### src/design/shc_pkg.sv
// constants and types shared by the standby and halt control block
package shc_pkg;

	// ********************************
	// register map
	// ********************************
	localparam int ADDR_W = 4;
	localparam logic [ADDR_W-1:0] ADDR_PSC = 4'h0;
	localparam logic [ADDR_W-1:0] ADDR_POWER_SAVE_MODE = 4'h1;
	localparam logic [ADDR_W-1:0] ADDR_OSCILLATION_SETTLE_SELECT = 4'h2;
	localparam logic [ADDR_W-1:0] ADDR_PROT = 4'h3;
	localparam logic [ADDR_W-1:0] ADDR_STAT = 4'h4;
	// arbitrary unlock value for the protected write
	localparam logic [7:0] PROT_KEY = 8'hA5;

	// ********************************
	// field positions and reset values
	// ********************************
	localparam int PSC_WDT2M = 6;
	localparam int PSC_NMIM = 5;
	localparam int PSC_MASKABLE_WAKE_MASK = 4;
	localparam int PSC_STBY = 1;
	localparam logic [7:0] PSC_MASKS = 8'h70;
	localparam int POWER_SAVE_MODE_SUBSTOP = 7;
	localparam int POWER_SAVE_MODE_SEL = 0;
	localparam logic [7:0] PSC_RST = 8'h00;
	localparam logic [7:0] POWER_SAVE_MODE_RST = 8'h00;
	localparam logic [2:0] OSCILLATION_SETTLE_SELECT_RST = 3'h1;
	localparam int OSCILLATION_SETTLE_SELECT_W = 3;

	// ********************************
	// settling counts
	// ********************************
	localparam int SETTLE_LOG_C0 = 13;
	localparam int SETTLE_LOG_C1 = 15;
	localparam int CNT_W = 22;

	typedef enum logic [5:0] {
		ST_NORMAL = 6'h01,
		ST_HALT = 6'h02,
		ST_IDLE = 6'h04,
		ST_STOP = 6'h08,
		ST_OSCWAIT = 6'h10,
		ST_SETTLE = 6'h20
	} shc_state_type;

	typedef struct packed {
		logic [ADDR_W-1:0] addr;
		logic [7:0] wdata;
		logic wr;
		logic rd;
	} shc_bus_req_type;

	typedef struct packed {
		logic cpuClkStop;
		logic periphClkStop;
		logic mainOscStop;
		logic subOscStop;
	} shc_clk_ctrl_type;

	typedef struct packed {
		logic nmiPinReq;
		logic watchdog1NmiRequest;
		logic watchdog2NmiRequest;
		logic maskIrqReq;
		logic irqHigherPrio;
	} shc_wake_type;

endpackage

### src/design/shc_standby_halt_control.sv
// standby, halt and oscillation settling control
//
// The address-and-strobe port and the register offsets are this design's own decisions.
`timescale 1ns/10ps

// What this block does
// - power_save_control changes only through the protected write sequence; hardware clears standby request on return to normal.
// - power_save_control resets to 00H; byte reads and writes.
// - watchdog-2 request wakes IDLE/STOP unless its wake mask is 1.
// - NMI pin request wakes IDLE/STOP unless its wake mask is 1.
// - maskable requests wake IDLE/STOP unless their wake mask is 1.
// - standby request bit 1 enters IDLE or STOP; 0 is normal; not HALT.
// - masks written together with standby request bit 1 are discarded if any mask bit is 1; all-zero masks are taken.
// - select 0 means IDLE, 1 means STOP; used only with standby request.
// - subclock disable 0 runs, 1 stops the subclock oscillator.
// - settle wait code 000 is 2^13 cycles, 001 2^15, doubling to 2^21.
// - settle select reset value 0 or 1 from the option setting.
// - settle select is byte wide; bits three to seven are zero.
// - settle count starts once the main oscillator runs again.
// - settle wait applies also with an external clock input.
// - HALT stops only the CPU clock; oscillators and peripherals run.
// - HALT with a pending unmasked request is entered then left at once.
// - HALT ends on any interrupt request or reset, back to normal.
// - in a handler, lower priority only ends HALT; higher is acknowledged.
module shc_standby_halt_control
	import shc_pkg::*;
#(
	parameter int SETTLE_LOG_0 = SETTLE_LOG_C0,
	parameter int SETTLE_LOG_1 = SETTLE_LOG_C1
) (
	input wire logic clk_sys,
	input wire logic rstn,
	input wire logic clkEn,
	input wire shc_bus_req_type busReq,
	output logic [7:0] busRdata,
	input wire logic haltExec,
	input wire shc_wake_type wakeReq,
	input wire logic mainOscRunning,
	input wire logic settleStrap,
	output shc_clk_ctrl_type clkCtrl,
	output logic wakeAck,
	output shc_state_type modeState
);

	// ********************************
	// state
	// ********************************
	typedef struct packed {
		shc_state_type st;
		logic [7:0] power_save_control;
		logic [7:0] power_save_mode;
		logic [OSCILLATION_SETTLE_SELECT_W-1:0] oscillation_settle_select;
		logic strapDone;
		logic armed;
		logic [7:0] rdata;
		logic wakeAck;
		logic [CNT_W-1:0] cnt;
		logic [2:0] nmiSync;
		logic nmiLvl;
		logic [2:0] oscSync;
		logic oscLvl;
	} shc_regs_type;

	shc_regs_type regs_r;
	shc_regs_type regs_nxt;

	logic pscWrite;
	logic haltWake;
	logic stbyWake;
	logic [4:0] settleLog;
	logic [7:0] pscNew;

	// ********************************
	// wake decode
	// ********************************
	always_comb begin
		haltWake = regs_r.nmiLvl | wakeReq.watchdog1NmiRequest
			| wakeReq.watchdog2NmiRequest | wakeReq.maskIrqReq;
		stbyWake = 1'b0;
		if (!regs_r.power_save_control[PSC_WDT2M] && wakeReq.watchdog2NmiRequest) begin
			stbyWake = 1'b1;
		end
		if (!regs_r.power_save_control[PSC_NMIM] && regs_r.nmiLvl) begin
			stbyWake = 1'b1;
		end
		if (!regs_r.power_save_control[PSC_MASKABLE_WAKE_MASK] && wakeReq.maskIrqReq) begin
			stbyWake = 1'b1;
		end
		if (regs_r.oscillation_settle_select == 3'h0) begin
			settleLog = 5'(SETTLE_LOG_0);
		end else begin
			settleLog = 5'(SETTLE_LOG_1) + 5'(regs_r.oscillation_settle_select) - 5'h01;
		end
	end

	// ********************************
	// next state
	// ********************************
	always_comb begin
		regs_nxt = regs_r;
		regs_nxt.rdata = 8'h00;
		regs_nxt.wakeAck = 1'b0;
		// nmi pin: level taken only when stages two and three agree
		regs_nxt.nmiSync = {regs_r.nmiSync[1:0], wakeReq.nmiPinReq};
		if (regs_r.nmiSync[1] == regs_r.nmiSync[2]) begin
			regs_nxt.nmiLvl = regs_r.nmiSync[2];
		end
		regs_nxt.oscSync = {regs_r.oscSync[1:0], mainOscRunning};
		if (regs_r.oscSync[1] == regs_r.oscSync[2]) begin
			regs_nxt.oscLvl = regs_r.oscSync[2];
		end

		if (!regs_r.strapDone) begin
			regs_nxt.oscillation_settle_select = {2'h0, settleStrap};
			regs_nxt.strapDone = 1'b1;
		end

		// one-shot unlock, spent by any write
		pscWrite = 1'b0;
		if (busReq.wr) begin
			regs_nxt.armed = 1'b0;
			if (busReq.addr == ADDR_PROT) begin
				regs_nxt.armed = (busReq.wdata == PROT_KEY);
			end else if (busReq.addr == ADDR_PSC) begin
				pscWrite = regs_r.armed;
			end else if (busReq.addr == ADDR_POWER_SAVE_MODE) begin
				regs_nxt.power_save_mode = busReq.wdata;
			end else if (busReq.addr == ADDR_OSCILLATION_SETTLE_SELECT) begin
				regs_nxt.oscillation_settle_select = busReq.wdata[OSCILLATION_SETTLE_SELECT_W-1:0];
				regs_nxt.strapDone = 1'b1;
			end
		end

		// masks discarded when any mask bit is written 1 with standby request
		pscNew = busReq.wdata;
		if (busReq.wdata[PSC_STBY] && |(busReq.wdata & PSC_MASKS)) begin
			pscNew = (busReq.wdata & ~PSC_MASKS) | (regs_r.power_save_control & PSC_MASKS);
		end
		if (pscWrite) begin
			regs_nxt.power_save_control = pscNew;
		end

		// byte reads, data one cycle later
		if (busReq.rd) begin
			if (busReq.addr == ADDR_PSC) begin
				regs_nxt.rdata = regs_r.power_save_control;
			end else if (busReq.addr == ADDR_POWER_SAVE_MODE) begin
				regs_nxt.rdata = regs_r.power_save_mode;
			end else if (busReq.addr == ADDR_OSCILLATION_SETTLE_SELECT) begin
				regs_nxt.rdata = {5'h00, regs_r.oscillation_settle_select};
			end else if (busReq.addr == ADDR_STAT) begin
				regs_nxt.rdata = {2'h0, regs_r.st};
			end else begin
				regs_nxt.rdata = 8'h00;
			end
		end

		case (regs_r.st)
			ST_NORMAL: begin
				// standby request starts IDLE or STOP
				if (pscWrite && pscNew[PSC_STBY]) begin
					if (regs_r.power_save_mode[POWER_SAVE_MODE_SEL]) begin
						regs_nxt.st = ST_STOP;
					end else begin
						regs_nxt.st = ST_IDLE;
					end
				end else if (haltExec) begin
					regs_nxt.st = ST_HALT;
				end
			end
			ST_HALT: begin
				if (haltWake) begin
					regs_nxt.st = ST_NORMAL;
					regs_nxt.wakeAck = wakeReq.irqHigherPrio
						| regs_r.nmiLvl
						| wakeReq.watchdog1NmiRequest
						| wakeReq.watchdog2NmiRequest;
				end
			end
			ST_IDLE: begin
				if (stbyWake) begin
					regs_nxt.st = ST_NORMAL;
					regs_nxt.power_save_control[PSC_STBY] = 1'b0;
				end
			end
			ST_STOP: begin
				// forget the pre-stop oscillator level
				// a stale high here would skip the start-up gap
				regs_nxt.oscSync = 3'h0;
				regs_nxt.oscLvl = 1'b0;
				if (stbyWake) begin
					regs_nxt.st = ST_OSCWAIT;
				end
			end
			ST_OSCWAIT: begin
				if (regs_r.oscLvl) begin
					regs_nxt.st = ST_SETTLE;
					regs_nxt.cnt = CNT_W'((23'h000001 << settleLog)
						- 23'h000002);
				end
			end
			ST_SETTLE: begin
				// wait also applies to external clock
				if (regs_r.cnt == '0) begin
					regs_nxt.st = ST_NORMAL;
					regs_nxt.power_save_control[PSC_STBY] = 1'b0;
				end else begin
					regs_nxt.cnt = regs_r.cnt - CNT_W'(1);
				end
			end
			default: begin
				regs_nxt.st = ST_NORMAL;
			end
		endcase
	end

	// ********************************
	// registers
	// ********************************
	always_ff @(posedge clk_sys or negedge rstn) begin
		if (!rstn) begin
			regs_r.st <= ST_NORMAL;
			regs_r.power_save_control <= PSC_RST;
			regs_r.power_save_mode <= POWER_SAVE_MODE_RST;
			regs_r.oscillation_settle_select <= OSCILLATION_SETTLE_SELECT_RST;
			regs_r.strapDone <= 1'b0;
			regs_r.armed <= 1'b0;
			regs_r.rdata <= 8'h00;
			regs_r.wakeAck <= 1'b0;
			regs_r.cnt <= '0;
			regs_r.nmiSync <= 3'h0;
			regs_r.nmiLvl <= 1'b0;
			regs_r.oscSync <= 3'h0;
			regs_r.oscLvl <= 1'b0;
		end else if (clkEn) begin
			regs_r <= regs_nxt;
		end
	end

	// ********************************
	// outputs
	// ********************************
	always_comb begin
		busRdata = regs_r.rdata;
		wakeAck = regs_r.wakeAck;
		modeState = regs_r.st;
		// HALT gates the CPU clock only
		clkCtrl.cpuClkStop = (regs_r.st != ST_NORMAL);
		clkCtrl.periphClkStop = !(regs_r.st inside {ST_NORMAL, ST_HALT});
		clkCtrl.mainOscStop = (regs_r.st == ST_STOP)
			| (regs_r.st == ST_OSCWAIT);
		clkCtrl.subOscStop = regs_r.power_save_mode[POWER_SAVE_MODE_SUBSTOP];
	end
endmodule

### config.mk
export PLATFORM = sky130hd
export DESIGN_NAME = shc_standby_halt_control
export DESIGN_NICKNAME = d
export VERILOG_FILES = /design/src/design/shc_pkg.sv /design/src/design/shc_standby_halt_control.sv
export SDC_FILE = /design/constraint.sdc
export NUM_CORES = 1
export LEC_CHECK = 0
export BUFFER_PORTS_ARGS = -buffer_cell sky130_fd_sc_hd__buf_2
export CAP_MARGIN = 20
export CORE_MARGIN = 1
export CORE_UTILIZATION = 40
export CTS_BUF_LIST = sky130_fd_sc_hd__clkbuf_8
export CTS_CLUSTER_DIAMETER = 60
export CTS_CLUSTER_SIZE = 30
export DETAILED_ROUTE_END_ITERATION = 10
export MAX_ROUTING_LAYER = met4
export PLACE_DENSITY_LB_ADDON = 0.15
export SLEW_MARGIN = 10
export SYNTH_ARGS = -nofsm -noshare
export SYNTH_HDL_FRONTEND = slang
export SYNTH_SLANG_ARGS = --single-unit
### constraint.sdc
create_clock -name clk_sys -period 2.9 [get_ports clk_sys]
set_input_delay 0.29 -clock clk_sys [delete_from_list [all_inputs] [get_ports clk_sys]]
set_output_delay 0.29 -clock clk_sys [all_outputs]
set_load 0.01 [all_outputs]
Word-level counts from Yosys, hierarchy flattened --
Index checks and enable logic that the tools add are counted.
Word-level totals: register bits after elaboration 66, input port bits 25, output and inout port bits 19, word-level logic and storage cells 113
Operators by class: add/sub/neg operators 4, eq/ne operators 21, shift operators 1, muxes and demuxes 40, bitwise logic cells 10, reductions and logical operators 23
Operators with widths (number):
- 6-bit two-way mux | 9
- 22-bit two-way mux | 2
- 22-bit one-hot mux with 2 select lines | 1
- 6-bit one-hot mux with 6 select lines | 1
- 8-bit two-way mux | 4
- 4-bit two-way mux | 7
- 22-bit logical NOT | 1
- 1-bit by 5-bit << shifter with 22-bit output, first input constant | 1
- 22-bit by 1-bit subtractor with 22-bit output, second input constant | 1
- 22-bit by 2-bit subtractor with 22-bit output, second input constant | 1
- 1-bit two-way mux | 12
- 2-bit != test, second input constant | 6
- 5-bit two-way mux | 2
- 4-bit by 2-bit equality test with 1-bit output, second input constant | 2
- 8-bit equality test, second input constant | 1
- 8-bit by 7-bit OR with 8-bit output | 1
- 2-bit AND reduction | 4
- 1-bit OR | 7
- 7-bit AND reduction | 1
- 6-bit by 1-bit equality test with 1-bit output, second input constant | 1
- 6-bit by 2-bit equality test with 1-bit output, second input constant | 1
- 6-bit by 3-bit equality test with 1-bit output, second input constant | 1
- 6-bit by 4-bit equality test with 1-bit output, second input constant | 1
- 6-bit by 5-bit equality test with 1-bit output, second input constant | 1
- other kinds (19) | 30

Longest topological paths before layout --
Gate-level depths: netlist of the first run.
depth after elaboration 7, gate-level depth with buffers 14, gate-level depth less buffers 11

Worst setup path before layout of the first run --
Ideal clock, no wire load.
path kind reg2reg, start point reg regs_r[42] (netlist bit), end point reg regs_r[13] (netlist bit), setup time 0.077 ns, arrival time 2.987 ns, required time 2.823 ns, setup slack -0.165 ns, stages on the path, launching flop included 14, path buffers 2, period minus slack after synthesis 3.065 ns, path through dfrtp_1 > clkbuf_1 > inv_1 > ha_1 > clkbuf_1 > nor2b_1 > nand3_1 > ha_1 > or4b_2 > o21ai_0 > a21o_1 > a221o_1 > a21oi_1 > a21oi_1
Between the ends: longest elaborated chain between the ends 7, elaborated cells on any way between the ends 8, those cells by class add/sub (3); shift (1); mux (3); reduce/logical (1)
RTL lines:
- start, declared | line shc_standby_halt_control.sv:64 | shc_regs_type regs_r;
- start signal, assigned | line shc_standby_halt_control.sv:236 | regs_r <= regs_nxt;
- 4-bit by 3-bit adder with 5-bit output | line shc_standby_halt_control.sv:92 | settleLog = 5'(SETTLE_LOG_1) + 5'(regs_r.oscillation_settle_select) - 5'h01;
- 5-bit by 1-bit subtractor with 5-bit output | line shc_standby_halt_control.sv:92
- 5-bit two-way mux * | line shc_standby_halt_control.sv:89 | if (regs_r.oscillation_settle_select == 3'h0) begin
- 1-bit by 5-bit << shifter with 22-bit output * | line shc_standby_halt_control.sv:198 | regs_nxt.cnt = CNT_W'((23'h000001 << settleLog)
- 22-bit by 2-bit subtractor with 22-bit output * | line shc_standby_halt_control.sv:199 | - 23'h000002);
- 22-bit two-way mux * | line shc_standby_halt_control.sv:196 | if (regs_r.oscLvl) begin
- 22-bit one-hot mux with 2 select lines * | line shc_standby_halt_control.sv:158 | case (regs_r.st)
Every way passes the cells marked *; elsewhere a longest branch is shown, timed or not. The select of a mux whose other input is x is not followed. A chain may end at the register's enable or synchronous reset.

Final worst setup path of the first run --
start point reg regs_r[43] (netlist bit), end point reg regs_r[13] (netlist bit)
Same word-level chain as after synthesis.

==> results of run 1 <==
==> Yosys cell counts (all sizes together), types with 3 or more instances <==
master    n  area [µm²]
nand3    18       90.09
ha        6       75.07
nor3b     5       42.54
nor2b     6       37.54
a32o      4       40.04
o32a      3       30.03
nand2b    5       31.28
a22o      3       26.28
mux2i     4       40.04
o22a      7       61.31
o21a      4       30.03
o41ai     3       26.28
o221ai    3       26.28
and3      4       25.02
inv      29       108.9
a21oi    39       195.2
o22ai    12       75.07
nand3b    6       45.04
nand2    33       123.9
nor2     45       176.4
mux2     21       236.5
a211oi    4       30.03
o21ai    33       165.2
dfrtp    64        1602
buf      22       156.4
o2bb2ai   3       26.28
nor3     11       55.05
nor4      9       101.4
clkbuf   17       63.81
a31oi     3       18.77
nand4     4       31.28
o32ai     3       26.28
or3       4       30.03
==> sequential cells by signal, indices dropped and copies added (netlist names) <==
name	count
modeState	6
regs_nxt	2
busRdata	8
wakeAck	1
regs_r	48
clkCtrl	1
==> worst register-to-register path: cells and delay by family (launching register included) <==
family	cells	cell delay, ps
buf+inv	1	90
compound gates	5	670
flops	1	400
fa+ha+maj	2	660
simple gates	2	820
==> metrics by stage <==
stage          area [µm²]  hold slack, ps
2_1_floorplan        4190          -5.591
3_5_place_dp         4491           412.9
3_3_place_gp         4491           406.9
4_1_cts              4673           29.61
6_report             4683           4.142
5_1_grt              4683           61.61
==> layout make-up <==
class,count,share of cell area
well taps,133,0.03553
flip-flops and latches,66,0.3532
clock buffers,9,0.02645
repair buffers,60,0.07588
clock inverters,7,0.01256
inverters,29,0.02324
multi-input cells,338,0.4732
==> power groups by stage <==
stage,Clock [µW],Sequential (µW),Combinational (µW)
finish,741,1080,772
global route,794,1090,864
CTS,762,1080,768
detailed placement,0,1100,764
global placement,0,1100,759
floorplan,0,1070,551
==> routing by layer <==
metal  up-vias  global-route usage
li1       1790                   -
met1      1811              0.2968
met2       120              0.3150
met3        13             0.03634
met4         0             0.07449
met5         -                   -
==> final timing paths <==
check                                            start                 endpoint  slack (ps)  cells after the start
min in group clk_sys                        wakeReq[4]  regs_nxt[6]$_DFFE_PN0P_         170                      2
worst min-delay path                              rstn    regs_r[3]$_DFFE_PN0P_           4                      1
worst max register to register  regs_r[43]$_DFFE_PN0P_   regs_r[13]$_DFFE_PN0P_         200                     10
worst min register to register  regs_r[40]$_DFFE_PN0P_   regs_r[40]$_DFFE_PN0P_         500                      1
worst max-delay path            regs_r[43]$_DFFE_PN0P_   regs_r[13]$_DFFE_PN0P_         200                     10
max in group asynchronous                         rstn   regs_r[41]$_DFFE_PN1P_        2160                      2
==> cell families after synthesis <==
| logic type | Yosys count |
|---|---|
| muxes | 25 |
| DFF | 66 |
| xor gates and xnor gates | 4 |
| adders and majority gates | 6 |
| AOI/OAI and AO/OA | 144 |
| buffers and inverters | 68 |
| and+or+nand+nor | 159 |
==> repair_timing <==
item | in CTS | in global routing
setup endpoints to repair | 0 | 1
hold buffers | 0 | 0
buffers inserted | 0 | 0
resized for setup | 0 | 2
==> results.md, run 1 <==
- Main synth FF type: dfrtp_1
- Placed Cells: 626
- Final setup fails: 0
- CTS Buf Count: 9
- DRT antenna net count: 0
- CP max stage delay: 650 ps
- Library cells used by synthesis: 66
- Multi-input logic area: 2216 µm²
- Most common cell after layout, fill and taps aside: dfrtp_1
- DRC: 0
- NetSw: 936.7 µW
- Die width: 104.3 µm
- Most frequent cells in the layout: dfrtp_1 (64), nor2_1 (44), buf_2 (43), a21oi_1 (39), nand2_1 (33)
- Initial Util: 0.4206
- Post-route minimum period: 2705 ps
- Post-synth ARST share: 1.000
- Global-route usage over all layers: 0.2144
- Cell area after synthesis: 4187 µm²
- Hold crit path type: input port to asynchronous set/reset pin
- Tot Pwr: 2592 µW
- Crit-path cells: inv_1, ha_1, nand3_1, ha_1, or4b_2, o21ai_0, a21o_1, a221o_1, a21oi_1, a21oi_1
- FF+latch area: 1654 µm²
- Global route total overflow: 0
- Dpl hpwl: 7774 µm
- Clock latency at the later pin of the worst-skew pair: 350 ps
- Data required time at the worst endpoint: 3180 ps
- Max_slew headroom: 0.4887
- Yosys warns: 0
- Largest family of logic cells by synthesized area: compound AO/OA/AOI/OAI gates
- Post-synth EDFFs: 0
- Initial antenna violation count: 0
- WL final: 10900 µm
- Clock slew seen by the registers of the worst setup and hold paths: 80 ps
- Final core utilization: 0.4705
- Pre-CTS WS: 222.3 ps
- Clk buf depth: 2
- Final number of hold-violating endpoints: 0
- Std-Cell Rows: 36
- Seq pwr share: 0.416
- Worst setup margin: 195.4 ps
- Peak supply drop: 203.8 µV
- Syn Nets: 503
- Compound-gate portion of the synthesized area: 0.2274
- Critical path class: flip-flop to flip-flop
- Htree depth: 3
- Mean Syn Cell Area: 8.870 µm²
- Slowest stage cell, crit path: or4b_2
- I/O Buffers: 43
- Met1 wire length: 5289 µm
- Max_cap viols: 0
- GPL Wtd Cong: 0.9119
- Max Fclk: 0.3697 GHz
- Switching part of the total power: 0.3613
- Die area: 10880 µm²
- CP delay by family, top: simple AND/OR/NAND/NOR gates
- Layout net count: 535
- Internal power: 1656 µW
- Io pins: 44
- Setup TNS Final: 0 ps
- Final period util: 0.9326
- Pwr/cell area: 553.5 nW/µm²
- Die Span Y: 104.3 µm
- CP arrival: 2980 ps
- Via count: 3734
- Clock sinks: 66
- Mux share of post-synthesis cell area: 0.06605
- Worst-path maximum fanout: 8
- Avg WL per Cell: 16.97 µm
- Vias in the first global route: 3575
- Leak pwr: 0.002084 µW
- Top sig layer: met4
- Post-Syn Instances: 472
- Logic pwr share: 0.298
- Crit end category: flip-flop
- Status: complete, no violations
- Worst slew pin tran: 766.9 ps
- First-pass GRT wire length: 18050 µm
- Post-Synth XOR/XNOR Area: 0.008368
- Fraction of layout cells with a size suffix above 1: 0.2240
- FF+latch count, synth: 66
- Met2 wire length: 4971 µm
- RSZ-0062 raised after global routing: no
- N_diodes: 0
- Crit path buffers/inverters: 1
- Register area share after synthesis: 0.3951
- Clock network power share: 0.286
- Initial DRT Pass Iterations: 5
- 1st-iter DRT viols: 372
- Final std cells w/o fill: 642
- Simple-Gate Fraction of Synth Area: 0.2065
- Post-Route Skew: 10.47 ps
- Fillers: 990
- Via density: 5.816
- CP startpoint kind: flip-flop
- Synth-to-layout area growth: 11.86%
- CTS tree: done
- DR WL met3: 473 µm
- CORE AREA: 9955 µm²
- Fin. max-slew vios: 0
- Adder-cell share of the synthesized area: 0.01793
- Largest net degree at the start of global routing: 38
- Clock root buffer: clkbuf_8
No activity file was read; power rests on OpenSTA's default activity.
==> run 2: changes to the inputs <==
--- a/config.mk
+++ b/config.mk
@@ -15,6 +15,7 @@
 export DETAILED_ROUTE_END_ITERATION = 10
 export MAX_ROUTING_LAYER = met4
 export PLACE_DENSITY_LB_ADDON = 0.15
+export SETUP_SLACK_MARGIN = 0.4
 export SLEW_MARGIN = 10
 export SYNTH_ARGS = -nofsm -noshare
 export SYNTH_HDL_FRONTEND = slang
==> results.md, run 2 (synthesis gave the netlist of run 1 again) <==
- Status: complete, no violations
- Vias in the first global route: 3589
- Fraction of layout cells with a size suffix above 1: 0.2678
- Largest Register: regs_r
- Clk buf depth: 2
- Synth-to-layout area growth: 16.95%
- Hold crit path type: input port to asynchronous set/reset pin
- Max_cap viols: 0
- Peak supply drop: 361.9 µV
- Placed cell area: 4509 µm²
- Global-route usage over all layers: 0.2223
- Clock latency at the later pin of the worst-skew pair: 350 ps
- Post-Route Skew: 9.561 ps
- Clock root buffer: clkbuf_8
- NetSw: 955.9 µW
- Max Fclk: 0.4142 GHz
- Fillers: 950
- Seq pwr share: 0.382
- Most frequent cells in the layout: dfrtp_1 (63), nor2_1 (44), buf_2 (43), a21oi_1 (39), nand2_1 (33)
- Htree depth: 3
- RSZ-0062 raised after global routing: no
- Most common cell after layout, fill and taps aside: dfrtp_1
- N_diodes: 0
- Die Span Y: 104.3 µm
- Final core utilization: 0.4918
- Internal power: 1870 µW
- Die width: 104.3 µm
- Post-route minimum period: 2414 ps
- CP arrival: 2690 ps
- Final setup fails: 0
- Critical path class: flip-flop to flip-flop
- DRT antenna net count: 0
- Initial DRT Pass Iterations: 5
- Clock sinks: 66
- Setup TNS Final: 0 ps
- DRC: 0
- Initial Util: 0.4206
- Dpl hpwl: 8029 µm
- I/O Buffers: 43
- Fin. max-slew vios: 0
- Tot Pwr: 2826 µW
- Via count: 3741
- First-pass GRT wire length: 18650 µm
- Via density: 5.738
- Clock network power share: 0.307
- CTS tree: done
- Final std cell area, no fill: 4896 µm²
- GPL Wtd Cong: 0.8515
- Max reg flops: 48
- Clock slew seen by the registers of the worst setup and hold paths: 80 ps
- 1st-iter DRT viols: 184
- Layout net count: 545
- Leak pwr: 0.002161 µW
- Worst-path maximum fanout: 9
- Pwr/cell area: 577.1 nW/µm²
- Logic pwr share: 0.311
- CP startpoint kind: flip-flop
- Io pins: 44
- Global route total overflow: 0
- Switching part of the total power: 0.3383
- Largest net degree at the start of global routing: 38
- CTS Buf Count: 9
- Crit end category: flip-flop
- Die area: 10880 µm²
- Std-Cell Rows: 36
- Max_slew headroom: 0.4908
- FF+latch area: 1655 µm²
- Initial antenna violation count: 0
- Worst slew pin tran: 763.9 ps
- Data required time at the worst endpoint: 3180 ps
- Avg WL per Cell: 17.22 µm
- Final period util: 0.8326
- Hold_buf cts: 0
- WL final: 11230 µm
- CORE AREA: 9955 µm²
- Final number of hold-violating endpoints: 0
- Multi-input logic area: 2311 µm²
## run 2: cell count changes in the layout (fill, tap and decap cells not counted), sizes merged
| cell | delta |
|---|---|
| buf | +10 |
| bufinv | +2 |
| clkinv | +1 |
| inv | -3 |
## run 2: power by group through the flow
stage	Sequential, µW	Combinational (µW)	Clock (µW)
finish	1080	878	868
global route	1090	967	924
CTS	1080	818	889
detailed placement	1090	810	0
global placement	1090	809	0
floorplan	1070	601	0
## run 2: layer usage
layer / global-route usage / vias up / wire length (µm)
li1: - / 1820 / -
met1: 0.2836 / 1808 / 5218
met2: 0.3571 / 94 / 5427
met3: 0.03509 / 19 / 403
met4: 0.07755 / 0 / 178
met5: - / - / 0
## run 2: timing repair
action	4_1_cts	5_1_grt
endpoints found under the setup margin	1	22
pin swaps	1	5
setup buffers	1	12
resized for setup	3	12
## run 2: path summary, 6_finish.rpt
| check | from | to | slack (ps) | cells after the start |
|---|---|---|---|---|
| worst max-delay path | regs_r[42]$_DFFE_PN0P_ | regs_r[13]$_DFFE_PN0P_ | 490 | 10 |
| worst min-delay path | rstn | regs_r[40]$_DFFE_PN0P_ | 8 | 1 |
| worst max register to register | regs_r[42]$_DFFE_PN0P_ | regs_r[13]$_DFFE_PN0P_ | 490 | 10 |
| worst min register to register | regs_nxt[6]$_DFFE_PN0P_ | regs_nxt[7]$_DFFE_PN0P_ | 500 | 1 |
| max in group asynchronous | rstn | modeState[0]$_DFFE_PN1P_ | 2150 | 2 |
| min in group clk_sys | wakeReq[4] | regs_nxt[6]$_DFFE_PN0P_ | 170 | 2 |
## run 2: critical path, cell delays in order (launching register included)
cell	delay (ps)
dfrtp_2	450
buf_4	190
nor3b_4	230
nand3_2	130
ha_4	210
or4b_4	500
o21ai_1	150
a21o_1	120
a221o_1	170
a21oi_1	70
a21oi_1	120
## run 2: layout make-up
cell class | count | share of cell area
multi-input cells | 338 | 0.4720
flip-flops and latches | 66 | 0.3381
repair buffers | 70 | 0.08868
well taps | 133 | 0.03399
clock buffers | 9 | 0.02530
inverters | 29 | 0.02274
clock inverters | 7 | 0.01917
## run 2: stage by stage
| step | instances | setup WS (ps) | hold WS, ps |
|---|---|---|---|
| after floorplan | 472 | 404.5 | -5.591 |
| after global placement | 623 | 365.0 | 399.8 |
| after detailed placement | 623 | 299.7 | 411.5 |
| after CTS | 640 | 408.5 | 26.81 |
| after global routing | 652 | 392.5 | 58.30 |
| final | 652 | 485.5 | 7.557 |
